==> src/cfdf_pkg.sv <==
/*
  Package for the CPU flag and data-format unit: operation codes, sizes,
  condition register bit positions, reset values and carrier structs.
  Assumes a single synchronous clock domain with the core sequencer outside.
*/
package cfdf_pkg;

  // ********************************************
  // Condition register layout
  // ********************************************
  localparam int unsigned CF_I = 7;
  localparam int unsigned CF_UI = 6;
  localparam int unsigned CF_H = 5;
  localparam int unsigned CF_U = 4;
  localparam int unsigned CF_N = 3;
  localparam int unsigned CF_Z = 2;
  localparam int unsigned CF_V = 1;
  localparam int unsigned CF_C = 0;
  localparam int unsigned EXR_T = 7;
  localparam logic [7:0] EXR_RESERVED_ONES = 8'h78;
  localparam logic [2:0] EXR_MASK_RESET = 3'h7;
  localparam logic [7:0] CCR_RESET = 8'h80;
  localparam logic [7:0] EXR_RESET = 8'h7F;
  localparam int unsigned MAC_VALID_HIGH_BITS = 10;
  localparam logic [23:0] ADDR_EVEN_MASK = 24'hFFFFFE;

  // ********************************************
  // Types
  // ********************************************
  typedef enum logic [1:0] {CFDF_SZ_BYTE, CFDF_SZ_WORD, CFDF_SZ_LONG} cfdf_size_t;

  typedef enum logic [4:0] {
    CFDF_OP_NONE, CFDF_OP_ADD, CFDF_OP_ADDX, CFDF_OP_SUB, CFDF_OP_SUBX, CFDF_OP_CMP,
    CFDF_OP_NEG, CFDF_OP_AND, CFDF_OP_OR, CFDF_OP_XOR, CFDF_OP_MOV,
    CFDF_OP_SHL, CFDF_OP_SHR, CFDF_OP_SAR, CFDF_OP_ROTL, CFDF_OP_ROTR,
    CFDF_OP_DAA, CFDF_OP_DAS,
    CFDF_OP_BSET, CFDF_OP_BCLR, CFDF_OP_BNOT, CFDF_OP_BTST, CFDF_OP_BLD,
    CFDF_OP_BST, CFDF_OP_BAND, CFDF_OP_BOR, CFDF_OP_BXOR,
    CFDF_OP_MAC, CFDF_OP_CLRMAC, CFDF_OP_PERIPH
  } cfdf_op_t;

  typedef enum logic [2:0] {
    CFDF_CW_NONE, CFDF_CW_LDC, CFDF_CW_AND_CONTROL_INSTR, CFDF_CW_ORC, CFDF_CW_XOR_CONTROL_INSTR
  } cfdf_ctl_op_t;

  typedef struct packed {
    logic valid;
    cfdf_op_t op;
    cfdf_size_t size;
    logic invert;
    logic [2:0] bit_num;
    logic [31:0] a;
    logic [31:0] b;
  } cfdf_alu_req_t;

  typedef struct packed {
    logic valid;
    cfdf_ctl_op_t op;
    logic target_exr;
    logic [7:0] imm;
  } cfdf_ctl_req_t;

  typedef struct packed {
    logic valid;
    logic is_fetch;
    cfdf_size_t size;
    logic [23:0] addr;
  } cfdf_mem_req_t;

  typedef struct packed {
    logic accum_high_half_we;
    logic accum_low_half_we;
    logic [31:0] data;
  } cfdf_mac_wr_t;

  typedef struct packed {
    logic [7:0] condition_flags;
    logic [7:0] extended_control;
    logic [31:0] result;
    logic [9:0] accum_high_half;
    logic [31:0] accum_low_half;
    logic [23:0] pc;
    logic [23:0] mem_addr;
    logic done;
    logic illegal;
  } cfdf_state_t;

endpackage : cfdf_pkg

==> src/cfdf_core.sv <==
/*
  Flag and data-format unit of the CPU: condition and extended control
  registers, ALU result flags, bit accumulator, decimal adjust, the
  multiply-accumulate register, reset vector load and address alignment.
  Assumes the sequencer presents one operation per cycle and that memory
  sits behind the aligned address output.
*/
// Operation
// - User bit 4 readable and writable by control-register instructions.
// - Negative flag takes result sign bit at current operand size.
// - Zero flag set when result is all zeros, else cleared.
// - Overflow flag set on signed overflow, cleared otherwise.
// - Carry flag: add carry, subtract borrow, shifted-out bit.
// - Bit instructions use carry as one-bit accumulator.
// - Accumulator is 64 bits; high half keeps ten bits, rest sign.
// - Reset loads PC from vector, clears trace, sets mask bits.
// - Reset leaves other flags and general registers uninitialised.
// - Odd word or longword access forces address bit zero low.
// - Instruction fetches also force address bit zero low.
// - Bit instructions select bit zero to seven of a byte.
// - Decimal adjust treats a byte as two packed digits.
// - Operands of bit, digit, byte, word, longword handled.
// - Peripheral-synchronised byte moves are unsupported.
// - Push and pop behave as stack-pointer moves.
// - Document lists sixty-nine instruction types in eight groups; core decodes 29 operation codes.
// - Half-carry from bit 3, 11 or 27 per size.
`timescale 1ns/1ps
`default_nettype none

module cfdf_core
  import cfdf_pkg::*;
(
  input wire logic clk_i,
  input wire logic rst_n_i,
  input wire logic reset_vec_valid_i,
  input wire logic [23:0] reset_vec_i,
  input wire cfdf_pkg::cfdf_alu_req_t alu_req_i,
  input wire cfdf_pkg::cfdf_ctl_req_t ctl_req_i,
  input wire cfdf_pkg::cfdf_mem_req_t mem_req_i,
  input wire cfdf_pkg::cfdf_mac_wr_t mac_wr_i,
  input wire logic [31:0] mac_product_i,
  output logic [7:0] condition_flags_o,
  output logic [7:0] extended_control_o,
  output logic [31:0] result_o,
  output logic [31:0] accum_high_half_o,
  output logic [31:0] accum_low_half_o,
  output logic [23:0] pc_o,
  output logic [23:0] mem_addr_o,
  output logic done_o,
  output logic illegal_o
);

  // ********************************************
  // Helpers
  // ********************************************
  function automatic logic [31:0] size_mask(input cfdf_size_t sz);
    case (sz)
      CFDF_SZ_BYTE: size_mask = 32'h000000FF;
      CFDF_SZ_WORD: size_mask = 32'h0000FFFF;
      default: size_mask = 32'hFFFFFFFF;
    endcase
  endfunction : size_mask

  function automatic logic msb_of(input logic [31:0] v, input cfdf_size_t sz);
    case (sz)
      CFDF_SZ_BYTE: msb_of = v[7];
      CFDF_SZ_WORD: msb_of = v[15];
      default: msb_of = v[31];
    endcase
  endfunction : msb_of

  function automatic logic hc_of(input logic [31:0] x, input cfdf_size_t sz);
    case (sz)
      CFDF_SZ_BYTE: hc_of = x[4];
      CFDF_SZ_WORD: hc_of = x[12];
      default: hc_of = x[28];
    endcase
  endfunction : hc_of

  cfdf_state_t st_reg;
  cfdf_state_t st_next;

  // ********************************************
  // Next-state logic
  // ********************************************
  always_comb
  begin
    logic [31:0] m;
    logic [31:0] a;
    logic [31:0] b;
    logic [32:0] sum;
    logic [31:0] carries;
    logic [31:0] r;
    logic cin;
    logic sub;
    logic arith;
    logic logic_op;
    logic shift;
    logic bitop;
    logic sa;
    logic sb;
    logic sr;
    logic c_new;
    logic v_new;
    logic bit_sel;
    logic [7:0] adj;
    logic [63:0] acc;
    logic [7:0] ctl;
    m = 32'h0;
    a = 32'h0;
    b = 32'h0;
    sum = 33'h0;
    carries = 32'h0;
    r = 32'h0;
    cin = 1'b0;
    sub = 1'b0;
    arith = 1'b0;
    logic_op = 1'b0;
    shift = 1'b0;
    bitop = 1'b0;
    sa = 1'b0;
    sb = 1'b0;
    sr = 1'b0;
    c_new = 1'b0;
    v_new = 1'b0;
    bit_sel = 1'b0;
    adj = 8'h00;
    acc = 64'h0;
    ctl = 8'h00;
    st_next = st_reg;
    st_next.done = 1'b0;
    st_next.illegal = 1'b0;

    m = size_mask(alu_req_i.size);
    a = alu_req_i.a & m;
    b = alu_req_i.b & m;
    case (alu_req_i.op)
      CFDF_OP_ADD, CFDF_OP_ADDX: arith = 1'b1;
      CFDF_OP_SUB, CFDF_OP_SUBX, CFDF_OP_CMP, CFDF_OP_NEG:
      begin
        arith = 1'b1;
        sub = 1'b1;
      end
      CFDF_OP_AND, CFDF_OP_OR, CFDF_OP_XOR, CFDF_OP_MOV: logic_op = 1'b1;
      CFDF_OP_SHL, CFDF_OP_SHR, CFDF_OP_SAR, CFDF_OP_ROTL, CFDF_OP_ROTR: shift = 1'b1;
      CFDF_OP_BSET, CFDF_OP_BCLR, CFDF_OP_BNOT, CFDF_OP_BTST, CFDF_OP_BLD,
      CFDF_OP_BST, CFDF_OP_BAND, CFDF_OP_BOR, CFDF_OP_BXOR: bitop = 1'b1;
      default: ;
    endcase
    if (alu_req_i.op == CFDF_OP_NEG)
    begin
      b = a;
      a = 32'h0;
    end
    cin = (alu_req_i.op == CFDF_OP_ADDX || alu_req_i.op == CFDF_OP_SUBX)
      ? st_reg.condition_flags[CF_C] : 1'b0;
    if (sub)
      sum = {1'b0, a} + {1'b0, ~b & m} + {32'h0, ~cin};
    else
      sum = {1'b0, a} + {1'b0, b} + {32'h0, cin};
    carries = sum[31:0] ^ a ^ (sub ? (~b & m) : b);
    sa = msb_of(a, alu_req_i.size);
    sb = msb_of(sub ? ~b : b, alu_req_i.size);

    if (arith)
    begin
      r = sum[31:0] & m;
      sr = msb_of(r, alu_req_i.size);
      c_new = (alu_req_i.size == CFDF_SZ_BYTE) ? carries[8]
        : (alu_req_i.size == CFDF_SZ_WORD) ? carries[16] : sum[32];
      c_new = c_new ^ sub;
      v_new = (sa == sb) && (sr != sa);
    end
    else if (logic_op)
    begin
      case (alu_req_i.op)
        CFDF_OP_AND: r = a & b;
        CFDF_OP_OR: r = a | b;
        CFDF_OP_XOR: r = a ^ b;
        default: r = b;
      endcase
    end
    else if (shift)
    begin
      sr = msb_of(a, alu_req_i.size);
      case (alu_req_i.op)
        CFDF_OP_SHL, CFDF_OP_ROTL:
        begin
          c_new = sr;
          r = ((a << 1) | ((alu_req_i.op == CFDF_OP_ROTL) ? {31'h0, sr} : 32'h0)) & m;
        end
        default:
        begin
          c_new = a[0];
          r = a >> 1;
          if (alu_req_i.op == CFDF_OP_SAR || alu_req_i.op == CFDF_OP_ROTR)
            r = r | ((((alu_req_i.op == CFDF_OP_SAR) ? sr : a[0]) ? ~(m >> 1) : 32'h0) & m);
        end
      endcase
    end
    else
    begin
      r = a;
    end

    if (alu_req_i.op == CFDF_OP_DAA || alu_req_i.op == CFDF_OP_DAS)
    begin
      adj[3:0] = (st_reg.condition_flags[CF_H] || (a[3:0] > 4'h9)) ? 4'h6 : 4'h0;
      c_new = st_reg.condition_flags[CF_C] || (a[7:0] > 8'h99);
      adj[7:4] = c_new ? 4'h6 : 4'h0;
      r = {24'h0, (alu_req_i.op == CFDF_OP_DAA) ? (a[7:0] + adj) : (a[7:0] - adj)};
    end

    bit_sel = a[alu_req_i.bit_num] ^ alu_req_i.invert;
    if (bitop)
    begin
      r = a & 32'hFF;
      case (alu_req_i.op)
        CFDF_OP_BSET: r[alu_req_i.bit_num] = 1'b1;
        CFDF_OP_BCLR: r[alu_req_i.bit_num] = 1'b0;
        CFDF_OP_BNOT: r[alu_req_i.bit_num] = ~a[alu_req_i.bit_num];
        CFDF_OP_BST: r[alu_req_i.bit_num] = st_reg.condition_flags[CF_C] ^ alu_req_i.invert;
        default: ;
      endcase
    end

    if (alu_req_i.valid)
    begin
      st_next.done = 1'b1;
      st_next.result = r;
      // only affected flags change, all in one edge
      if (arith || logic_op || shift || alu_req_i.op == CFDF_OP_DAA
        || alu_req_i.op == CFDF_OP_DAS)
      begin
        st_next.condition_flags[CF_N] = msb_of(r, alu_req_i.size);
        st_next.condition_flags[CF_Z] = ((r & m) == 32'h0);
        if (!(alu_req_i.op == CFDF_OP_DAA || alu_req_i.op == CFDF_OP_DAS))
          st_next.condition_flags[CF_V] = v_new;
        if (!logic_op)
          st_next.condition_flags[CF_C] = c_new;
      end
      // half-carry at 3/11/27
      // Borrow is the inverted carry on subtract
      if (arith)
        st_next.condition_flags[CF_H] = hc_of(carries, alu_req_i.size) ^ sub;
      case (alu_req_i.op)
        CFDF_OP_BTST: st_next.condition_flags[CF_Z] = ~a[alu_req_i.bit_num];
        CFDF_OP_BLD: st_next.condition_flags[CF_C] = bit_sel;
        CFDF_OP_BAND: st_next.condition_flags[CF_C] = st_reg.condition_flags[CF_C] & bit_sel;
        CFDF_OP_BOR: st_next.condition_flags[CF_C] = st_reg.condition_flags[CF_C] | bit_sel;
        CFDF_OP_BXOR: st_next.condition_flags[CF_C] = st_reg.condition_flags[CF_C] ^ bit_sel;
        default: ;
      endcase
      // accumulate, high half keeps ten bits
      acc = {{22{st_reg.accum_high_half[9]}}, st_reg.accum_high_half, st_reg.accum_low_half};
      if (alu_req_i.op == CFDF_OP_MAC)
        acc = acc + {{32{mac_product_i[31]}}, mac_product_i};
      else if (alu_req_i.op == CFDF_OP_CLRMAC)
        acc = 64'h0;
      st_next.accum_high_half = acc[41:32];
      st_next.accum_low_half = acc[31:0];
      if (alu_req_i.op == CFDF_OP_PERIPH)
      begin
        st_next.illegal = 1'b1;
        st_next.done = 1'b0;
      end
    end
    if (mac_wr_i.accum_high_half_we)
      st_next.accum_high_half = mac_wr_i.data[9:0];
    if (mac_wr_i.accum_low_half_we)
      st_next.accum_low_half = mac_wr_i.data;

    if (ctl_req_i.valid)
    begin
      ctl = ctl_req_i.target_exr ? st_reg.extended_control : st_reg.condition_flags;
      case (ctl_req_i.op)
        CFDF_CW_LDC: ctl = ctl_req_i.imm;
        CFDF_CW_AND_CONTROL_INSTR: ctl = ctl & ctl_req_i.imm;
        CFDF_CW_ORC: ctl = ctl | ctl_req_i.imm;
        CFDF_CW_XOR_CONTROL_INSTR: ctl = ctl ^ ctl_req_i.imm;
        default: ;
      endcase
      if (ctl_req_i.target_exr)
        st_next.extended_control = ctl | EXR_RESERVED_ONES;
      else
        st_next.condition_flags = ctl;
      st_next.done = 1'b1;
    end

    // push and pop share this path
    if (mem_req_i.valid)
    begin
      if (mem_req_i.is_fetch || mem_req_i.size != CFDF_SZ_BYTE)
        st_next.mem_addr = mem_req_i.addr & ADDR_EVEN_MASK;
      else
        st_next.mem_addr = mem_req_i.addr;
      if (mem_req_i.is_fetch)
        st_next.pc = mem_req_i.addr & ADDR_EVEN_MASK;
    end

    if (reset_vec_valid_i)
    begin
      st_next.pc = reset_vec_i & ADDR_EVEN_MASK;
      st_next.condition_flags[CF_I] = 1'b1;
      st_next.extended_control[EXR_T] = 1'b0;
      st_next.extended_control[2:0] = EXR_MASK_RESET;
    end
  end

  // ********************************************
  // State register
  // ********************************************
  always_ff @(posedge clk_i)
  begin
    if (!rst_n_i)
    begin
      // other flags hold no meaning; zero for determinism
      st_reg <= '0;
      st_reg.condition_flags <= CCR_RESET;
      st_reg.extended_control <= EXR_RESET;
    end
    else
      st_reg <= st_next;
  end

  assign condition_flags_o = st_reg.condition_flags;
  assign extended_control_o = st_reg.extended_control;
  assign result_o = st_reg.result;
  assign accum_high_half_o = {{22{st_reg.accum_high_half[9]}}, st_reg.accum_high_half};
  assign accum_low_half_o = st_reg.accum_low_half;
  assign pc_o = st_reg.pc;
  assign mem_addr_o = st_reg.mem_addr;
  assign done_o = st_reg.done;
  assign illegal_o = st_reg.illegal;

endmodule : cfdf_core

`default_nettype wire

==> config.mk <==
export PLATFORM = sky130hd
export DESIGN_NAME = cfdf_core
export DESIGN_NICKNAME = d
export VERILOG_FILES = /design/src/cfdf_pkg.sv /design/src/cfdf_core.sv
export SDC_FILE = /design/constraint.sdc
export NUM_CORES = 1
export LEC_CHECK = 0
export BUFFER_PORTS_ARGS = -buffer_cell sky130_fd_sc_hd__buf_2
export CORE_ASPECT_RATIO = 0.9
export CORE_MARGIN = 10
export CORE_UTILIZATION = 30
export DETAILED_ROUTE_END_ITERATION = 10
export GPL_TIMING_DRIVEN = 0
export HOLD_SLACK_MARGIN = 0.08
export PLACE_DENSITY_LB_ADDON = 0.08
export SLEW_MARGIN = 10
export SYNTH_ARGS = -nofsm -noshare
export SYNTH_HDL_FRONTEND = slang
export SYNTH_SLANG_ARGS = --single-unit
==> constraint.sdc <==
create_clock -name clk_i -period 4.84 [get_ports clk_i]
set_clock_uncertainty 0.05 [all_clocks]
set_input_delay 0.242 -clock clk_i [delete_from_list [all_inputs] [get_ports clk_i]]
set_output_delay 0.242 -clock clk_i [all_outputs]
set_load 0.01 [all_outputs]
## Word level (Yosys, flattened, before mapping)

Cells that the tools add are included.

| cells by class | value |
|---|---|
| equality and inequality tests | 36 |
| muxes and demuxes | 76 |
| $lt $le $gt $ge | 4 |
| reduce and logical (&&, ||, !) cells | 34 |
| bitwise operators | 33 |
| $add $sub $neg | 7 |

Operators by type and width:

| cell | number |
|---|---|
| 32-bit 2-to-1 mux | 12 |
| 32-bit AND | 8 |
| 32-bit case mux with 4 select lines | 1 |
| 42-bit 2-to-1 mux | 3 |
| 32-bit case mux with 3 select lines | 1 |
| 5-bit equality test, second input constant | 14 |
| 32-bit by 32-bit adder with 33-bit output | 2 |
| 33-bit by 1-bit adder with 33-bit output | 2 |
| 32-bit bitwise mux | 2 |
| 32-bit case mux with 2 select lines | 1 |
| 29-bit XOR | 2 |
| 24-bit 2-to-1 mux | 2 |
| 48-bit 2-to-1 mux | 1 |
| 42-bit by 32-bit adder with 42-bit output | 1 |
| 5-bit by 4-bit equality test with 1-bit output, second input constant | 8 |
| 33-bit 2-to-1 mux | 1 |
| 8-bit by 32-bit AND with 32-bit output | 1 |
| 32-bit zero test | 1 |
| 31-bit inverter with 32-bit output | 1 |
| 32-bit inverter | 1 |
| 8-bit inverter with 32-bit output | 1 |
| 31-bit by 32-bit OR with 32-bit output | 1 |
| 32-bit by 1-bit OR with 32-bit output | 1 |
| 32-bit OR | 1 |
| 48 further kinds | 121 |

| storage, ports and cells | value |
|---|---|
| register bits after elaboration | 135 |
| output and inout bits | 162 |
| input port bits | 210 |

## Depth between registers and ports, before layout

Gate-level depths: netlist of run 1.

| logic depth | value |
|---|---|
| depth in word-level cells | 26 |
| gate-level depth with buffers | 27 |
| mapped depth without buffers | 21 |

## Least setup slack after synthesis of run 1

Ideal clock, no wire load.

| timing path | value |
|---|---|
| kind | input to register |
| from | in alu_req_i[71] (netlist name) |
| to | reg st_reg, in the netlist condition_flags_o[2] |
| data arrival time | 4,988 ps |
| path buffers | 4 |
| setup slack | -264 ps |
| cell stages on the path | 23 |
| path through | buf_4 > and4bb_1 > buf_6 > nand2_4 > buf_2 > buf_2 > mux2i_1 > fa_1 > inv_1 > fa_1 > o21a_1 > a311o_1 > a211o_1 > a31oi_4 > o221ai_2 > a21boi_2 > mux2i_1 > o221ai_1 > a211o_1 > nor4_1 > and4_1 > nand4_1 > a2bb2oi_2 |

| on the way | value |
|---|---|
| word-level cells in the longest chain between the ends | 24 |
| elaborated cells between the ends (all ways) | 102 |
| those cells by class | add/sub (6); order compare (2); eq/ne (26); mux (37); bitwise (15); reduce/logical (16) |

Ends and longest elaborated chain:

| item | line | text |
|---|---|---|
| start: declaration | cfdf_core.sv:37 | `input wire cfdf_pkg::cfdf_alu_req_t alu_req_i,` |
| branches (longest 20 deep; another with 32-bit by 32-bit adder with 33-bit output) | - |  |
| 1-bit 2-to-1 mux * | cfdf_core.sv:246 | `case (alu_req_i.op)` |
| 4-bit 2-to-1 mux * | cfdf_core.sv:227 | `if (alu_req_i.valid)` |
| 6-bit 2-to-1 mux | cfdf_core.sv:283 | `if (ctl_req_i.target_exr)` |
| 14-bit 2-to-1 mux * | cfdf_core.sv:273 | `if (ctl_req_i.valid)` |
| end signal: assignment | cfdf_core.sv:323 | `st_reg <= st_next;` |
| end: declaration | cfdf_core.sv:80 | `cfdf_state_t st_reg;` |

Every way passes the cells marked *. The select of a mux whose other input is x is not followed.
A chain may end at the register's enable or synchronous reset.

## Final worst setup path of run 1

| timing path | value |
|---|---|
| from | in alu_req_i[74] (netlist name) |
| to | reg st_reg, in the netlist condition_flags_o[2] |

Same word-level chain as after synthesis.

==> results of run 1 <==
==> what timing repair did <==
action / 4_1_cts / 5_1_grt
endpoints found under the hold margin: 80 / 0
hold buffers: 77 / 0
pin swaps: 31 / 42
setup endpoints to repair: 36 / 8
gates cloned: 0 / 0
setup buffers: 33 / 24
resized for setup: 149 / 45
==> cells in the mapped netlist, drive strengths merged (40+ instances only) <==
master  count  area (um^2)
mux2i      54        540.5
nor2      286         1074
o21ai     168        852.1
nand2b     40        250.2
a21o       52        390.4
inv        99        371.6
a211oi     57        432.9
nand2     304         1149
buf        59        360.4
nand3      69        345.3
and3       64        400.4
xnor2      65        569.3
a221oi     57        505.5
clkbuf    140        525.5
a21oi     249         1250
nor3       48        240.2
dfxtp     135         2703
ha        137         1714
a31oi      47        327.8
==> power breakdown <==
part | switching [mW] | internal (mW) | total, mW
Combinational | 1.47 | 0.878 | 2.35
Sequential | 0.0629 | 1.18 | 1.25
Clock | 0.578 | 0.729 | 1.31
Total | 2.11 | 2.79 | 4.91
==> routing by layer <==
layer / wire length [um] / part of all wire [%] / track usage, %
met5: 27 / 0.027 / 0
met4: 3815 / 3.8 / 9.933
met3: 8376 / 8.3 / 5.254
met2: 44760 / 44 / 43.67
met1: 44380 / 44 / 38.35
==> layout make-up <==
| class | instances | area (um^2) |
|---|---|---|
| Tap cell | 765 | 957.2 |
| Timing Repair Buffer | 485 | 3010 |
| Clock inverter | 12 | 118.9 |
| Multi-Input combinational cell | 2111 | 14050 |
| Inverter | 99 | 374.1 |
| Fill cell | 6240 | 34610 |
| Clock buffer | 20 | 446.7 |
| Buffer | 196 | 1054 |
| Sequential cell | 135 | 2704 |
==> cells in the final DEF (no fill, tap or decap), types with 13 or more instances in the layout <==
cell	netlist	routed
buf_2	12	354
nand2_1	303	298
nor2_1	286	284
a21oi_1	248	234
o21ai_0	157	153
ha_1	137	135
dfxtp_1	135	134
clkbuf_1	140	125
inv_1	99	97
buf_4	29	85
dlygate4sd3_1	0	77
nand3_1	69	68
and3_1	64	64
xnor2_1	65	63
a211oi_1	56	55
mux2i_1	54	51
a21o_1	52	51
a221oi_1	56	49
nor3_1	48	46
nand2b_1	40	40
a31oi_1	43	38
o211ai_1	37	37
xor2_1	36	35
nor2b_1	34	34
o21a_1	19	19
a211o_1	19	19
clkbuf_16	0	18
nand4_1	17	17
and2_1	16	16
o21bai_1	16	16
or3_1	13	13
a22oi_1	13	13
o22ai_1	13	13
o2111ai_1	15	13
==> worst max path at each step <==
stage | startpoint | to | slack (ps) | cells after the start
2_1_floorplan | alu_req_i[71] | condition_flags_o[2] | 10 | 25
3_3_place_gp | alu_req_i[70] | condition_flags_o[2] | -3190 | 23
3_5_place_dp | alu_req_i[70] | condition_flags_o[2] | -3090 | 23
4_1_cts | alu_req_i[72] | condition_flags_o[2] | 1 | 26
5_1_grt | alu_req_i[71] | condition_flags_o[2] | -230 | 23
6_report | alu_req_i[74] | condition_flags_o[2] | -250 | 15
==> metrics by stage <==
step	hold WS, ps	total power [mW]	util (%)	instances
floorplan	309.4	2.564	-	2544
finish	104.3	4.906	39.63	3823
global route	117.3	5.147	39.63	3823
detailed placement	422.9	3.355	35.23	3661
CTS	92.49	4.836	39.12	3802
global placement	422.4	3.346	35.22	3661
==> cells by family after synthesis <==
family | share of synthesized area [%]
and+or+nand+nor | 24.97
buffers and inverters | 7.215
DFF | 15.51
muxes | 4.070
other | 0.04309
AOI/OAI and AO/OA | 32.48
adders and majority gates | 10.64
xor gates and xnor gates | 5.075
==> worst register-to-register path: stages (launching register included) <==
cell and delay (ps):
dfxtp_2 360, buf_4 180, nand4b_1 190, fa_2 290
inv_2 70, fa_2 400, o21a_1 210, a311o_1 370
a211o_1 310, a31oi_4 350, o221ai_4 200, a21boi_4 240
mux2i_1 250, o221ai_2 140, a211o_1 300, nor4_2 300
and4_1 230, nand4_1 210, a2bb2oi_2 190
==> state kept, by name, summed over array words and instances, names as in the netlist <==
name	flops
accum_low_half_o	32
result_o	32
mem_addr_o	24
pc_o	23
accum_high_half_o	10
condition_flags_o	8
extended_control_o	4
done_o	1
illegal_o	1
==> summary.txt, run 1 <==
Status
  – Status: finished with violations
  – Failing checks: setup timing

Power
  – Pwr Density: roughly 220 nW/um^2
  – Worst VDD drop: 0.0002060 V
  – Leak: approximately 10 nW

Worst setup path
  – Crit end category: register
  – Worst Path Arrival: 5360 ps
  – R2r setup slk: -30 ps
  – Required time of the critical path: 5120 ps
  – Startpoint Class: input port
  – WP buf/inv: 5
  – Kind of critical path: input port to register
  – Critical register-to-register path endpoint: condition_flags_o[2]
  – Cell mode on critical path: clkbuf_1
  – RR Startpoint: condition_flags_o[0]
  – Slowest stage delay, CP: approximately 760 ps
  – Delay-heaviest family, CP: buffers and inverters
  – Critical Path Fanout Max: 10
  – Worst path cell trace: buf_2 -> clkbuf_2 -> nor2b_1 -> nand3_1 -> clkbuf_1 -> clkbuf_1 -> clkbuf_1 -> nand2_1 -> nand3_1 -> o211ai_1 -> a221oi_1 -> a221oi_2 -> and4_1 -> nand4_1 -> a2bb2oi_2
  – Cells on worst reg2reg path: 18
  – CP max stage cell: clkbuf_1

Hold path
  – Hold EP: accum_low_half_o[8]
  – Hold Path Cell Cnt: 3
  – Worst hold path type: input port to register
  – HP Start: mac_wr_i[8]

Synth
  – Warnings from Yosys: 0
  – Mapped Area: roughly 17000 um^2
  – Mapped Cells: around 2500
  – Post-synth EDFFs: 0
  – Synth Area per Inst: around 7 um^2
  – Seq cells post-synth: about 140
  – Register area share after synthesis: 15.51%
  – Top_reg_cell synth: dfxtp_1
  – Post-synthesis cell type count: between 90 and 100
  – Async SR Flop Fraction: 0%

STA
  – Peak Freq: 196.7 MHz
  – Final worst setup slack: -245.2 ps
  – Worst-margin pin slew: about 1200 ps
  – RSZ-0062 raised after global routing: yes
  – Tmin final: between 5000 and 6000 ps
  – TNS Setup: -280.5 ps
  – Setup violations, final: 2
  – Fin. max-slew vios: 0
  – Final Cycle Share: 105.1%
  – Worst slew margin: 19.07%
  – Fin. Hold Viols: 0

Run
  – Total of max-cap violations: 0

Placed design
  – Port Buffers: ~350
  – Dpl hpwl: just over 80000 um
  – GP Congestion: ~1
  – Dpl cell area: slightly above 20000 um^2
  – Worst slack at placement: -3094 ps

Clock tree
  – Clock tree buffer depth: 2
  – H-tree depth: 4
  – CTS tree: built
  – Worst skew pair latency: ~430 ps
  – Clock transition at the registers of the reported paths: roughly 70 ps
  – Total CTS buffers: 17
  – Clk sinks: 135
  – CTS Root Buffer Type: clkbuf_16

Floorplanning
  – Die W: 274.1 um
  – Die Ht: approximately 250 um
  – Core area: about 57000 um^2
  – Row cnt: 83
  – Die area: 68150 um^2
  – Starting Density: a little under a third
  – Ports: about 370

Global route
  – Initial antenna violation count: 4
  – Largest net degree at the start of global routing: 26
  – Vias in the first global route: about 22000
  – Grt ovf: 0
  – First-pass GRT wire length: 146800 um
  – Global Route Usage Sum: 28.21%

Cells and area
  – Final #Nets: 3397
  – Area Growth Syn to Fin: 30.33%
  – Layout cells sized above 1: between 20% and 30%
  – # diodes: 0
  – Post-Layout Inst Area: between 20000 and 25000 um^2

Drt
  – Drt initial violations: 2112
  – Vias per inst: around 5.9
  – Final WL: between 100000 and 150000 um
  – First-pass DRT Iterations: 7
  – Routed Antenna Nets: 0
  – DR WL/cell: between 20 and 30 um
  – DRC Markers: 0
  – Detailed-route via count: ~23000
Power figures use the tool's default switching activity.
==> run 2, diff against run 1 <==
CAP_MARGIN = 25   (was unset)
GPL_ROUTABILITY_DRIVEN = 0   (was unset)
SKIP_CTS_REPAIR_TIMING = 1   (was unset)
==> run 2 against run 1 <==
The flow still finishes with violations (setup timing); combinational power is 2% lower; global-route usage fell by 1.9 points; die area is the same.
==> summary.txt, run 2 (synthesis gave the netlist of run 1 again) <==
Run
  – Total of max-cap violations: 0 (unchanged)

Clock tree
  – Total CTS buffers: 17 (unchanged)
  – Clk sinks: 135 (unchanged)
  – Clock tree buffer depth: 2 (unchanged)
  – CTS Root Buffer Type: clkbuf_16
  – CTS tree: built
  – H-tree depth: 4 (unchanged)
  – Clock transition at the registers of the reported paths: 60 ps (about the same)
  – Worst skew pair latency: 440 ps (about the same)

Worst setup path
  – Critical Path Fanout Max: 7 (-3)
  – Cells on worst reg2reg path: 18 (unchanged)
  – Required time of the critical path: 5160 ps (+40 ps)
  – Startpoint Class: input port
  – Worst Path Arrival: 5290 ps (-70 ps)
  – RR Startpoint: condition_flags_o[0]
  – Kind of critical path: input port to register
  – Critical register-to-register path endpoint: condition_flags_o[0]
  – Crit end category: register
  – R2r setup slk: 130 ps (+160 ps)

Cells and area
  – Fill count: 6223 (-0.27%)
  – Final #Nets: 3395 (-0.059%)
  – Post-Layout Inst Area: 22650 um^2 (-0.27%)
  – Layout cells sized above 1: 20.09% (about the same)
  – Area Growth Syn to Fin: 29.98%
  – Commonest non-fill, non-tap cell in the layout: buf_2
  – Most frequent cells in the layout: 357 x buf_2, 297 x nand2_1, 283 x nor2_1
  – Final Instance Count excl. Fillers: 3823 (unchanged)

Floorplanning
  – Core area: 57330 um^2 (unchanged)
  – Ports: 372 (unchanged)
  – Die Ht: 248.7 um (unchanged)
  – Row cnt: 83 (unchanged)
  – Die W: 274.1 um (unchanged)
  – Starting Density: 30.40% (unchanged)
  – Die area: 68150 um^2 (unchanged)

Power
  – Worst VDD drop: 0.0002167 V (+5.2%)
  – Pwr Density: 213.9 nW/um^2 (-0.95%)
  – Total Power: 4.846 mW (-1.2%)
  – Leak: 10.39 nW (-0.16%)

Drt
  – Vias per inst: 5.877 (-0.50%)
  – DR WL/cell: 25.19 um (-5.0%)
  – Final WL: 96320 um (-5.0%)
  – Detailed-route via count: 22470 (-0.50%)
  – DRC Markers: 0 (unchanged)
  – First-pass DRT Iterations: 6 (-1)
  – Routed Antenna Nets: 0 (unchanged)
  – Drt initial violations: 2636 (+25%)

STA
  – Final Cycle Share: 102.6% (-2.4 points)
  – Final hold slack: 65.46 ps (-38.85 ps)
  – TNS Setup: -186.6 ps (+93.87 ps)
  – RSZ-0062 raised after global routing: yes
  – Fin. Hold Viols: 0 (unchanged)
  – Worst slew margin: 32.19% (+13 points)
  – Fin. max-slew vios: 0 (unchanged)
  – Tmin final: 4967 ps (-118.1 ps)
  – Worst-margin pin slew: 1017 ps (-184.2 ps)
  – Final worst setup slack: -127.1 ps (+118.1 ps)
  – Peak Freq: 201.3 MHz (+2.4%)
  – Setup violations, final: 2 (unchanged)

Hold path
  – Hold EP: accum_low_half_o[23]
  – Worst hold path type: input port to register
  – HP Start: mac_wr_i[23]
  – Hold Path Cell Cnt: 3 (unchanged)

Global route
  – First-pass GRT wire length: 137300 um (-6.5%)
  – Global Route Usage Sum: 26.26% (-1.9 points)
  – Initial antenna violation count: 6 (+2)
  – Grt ovf: 0 (unchanged)
  – Largest net degree at the start of global routing: 26 (unchanged)
  – Vias in the first global route: 20820 (-4.4%)

Status
  – Status: finished with violations
  – Failing checks: setup timing

Placed design
  – Dpl hpwl: 77270 um (-4.4%)
  – Dpl cell area: 20220 um^2 (+0.14%)
  – Cell count after placement: 3665 (+0.11%)
  – Port Buffers: 352 (unchanged)
[run 2: layout make-up]
class | instances | area [um^2] | area share, %
Multi-Input combinational cell | 2111 | 13990 | 61.74
Clock inverter | 12 | 106.4 | 0.4695
Buffer | 196 | 1060 | 4.678
Tap cell | 765 | 957.2 | 4.225
Sequential cell | 135 | 2703 | 11.93
Timing Repair Buffer | 483 | 2992 | 13.21
Inverter | 99 | 377.9 | 1.668
Clock buffer | 20 | 466.7 | 2.060
Antenna cell | 2 | 5.005 | 0.02209
[run 2: how the worst max path moves through the flow]
| stage | start | end | slack, ps | cells after the start |
|---|---|---|---|---|
| after floorplan | alu_req_i[71] | condition_flags_o[2] | 10 | 25 |
| after global placement | alu_req_i[70] | condition_flags_o[0] | -2930 | 22 |
| after detailed placement | alu_req_i[70] | condition_flags_o[0] | -2830 | 23 |
| after CTS | alu_req_i[70] | condition_flags_o[0] | -2390 | 23 |
| after global routing | alu_req_i[73] | condition_flags_o[2] | -250 | 26 |
| final | alu_req_i[73] | condition_flags_o[2] | -130 | 26 |
[run 2: routing by layer]
layer	share of wire, %	global-route usage (%)	up-vias
li1	-	-	10270
met1	43	35.28	10760
met2	44	41.06	1217
met3	8.8	4.928	222
met4	3.9	9.463	6
met5	0.040	0	-
[run 2: worst max-delay path: stages]
cell       delay (ps)
buf_4             150
and4bb_1          290
buf_6             150
nand2_8            50
buf_12            130
buf_12            130
buf_12            140
buf_12            140
buf_12            140
nand2_8            70
inv_4              50
fa_2              410
o21a_1            220
a311o_1           330
a211o_1           340
a31oi_4           290
o221ai_4          200
a21boi_2          230
buf_4             160
xnor2_2            70
a32oi_2           280
o2111ai_2         170
nor4_2            290
and4_1            230
nand4_1           210
a2bb2oi_2         170
[run 2: stage by stage]
stage	setup WS, ps	util, %
3_3_place_gp	-2931	35.22
2_1_floorplan	12.68	-
4_1_cts	-2387	36.28
6_report	-127.1	39.52
3_5_place_dp	-2834	35.28
5_1_grt	-245.2	39.51
[run 2: report_power, final]
part           total (mW)  switching (mW)  internal, mW
clock                1.30           0.584         0.715
sequential           1.24          0.0604          1.18
combinational        2.30            1.43         0.874
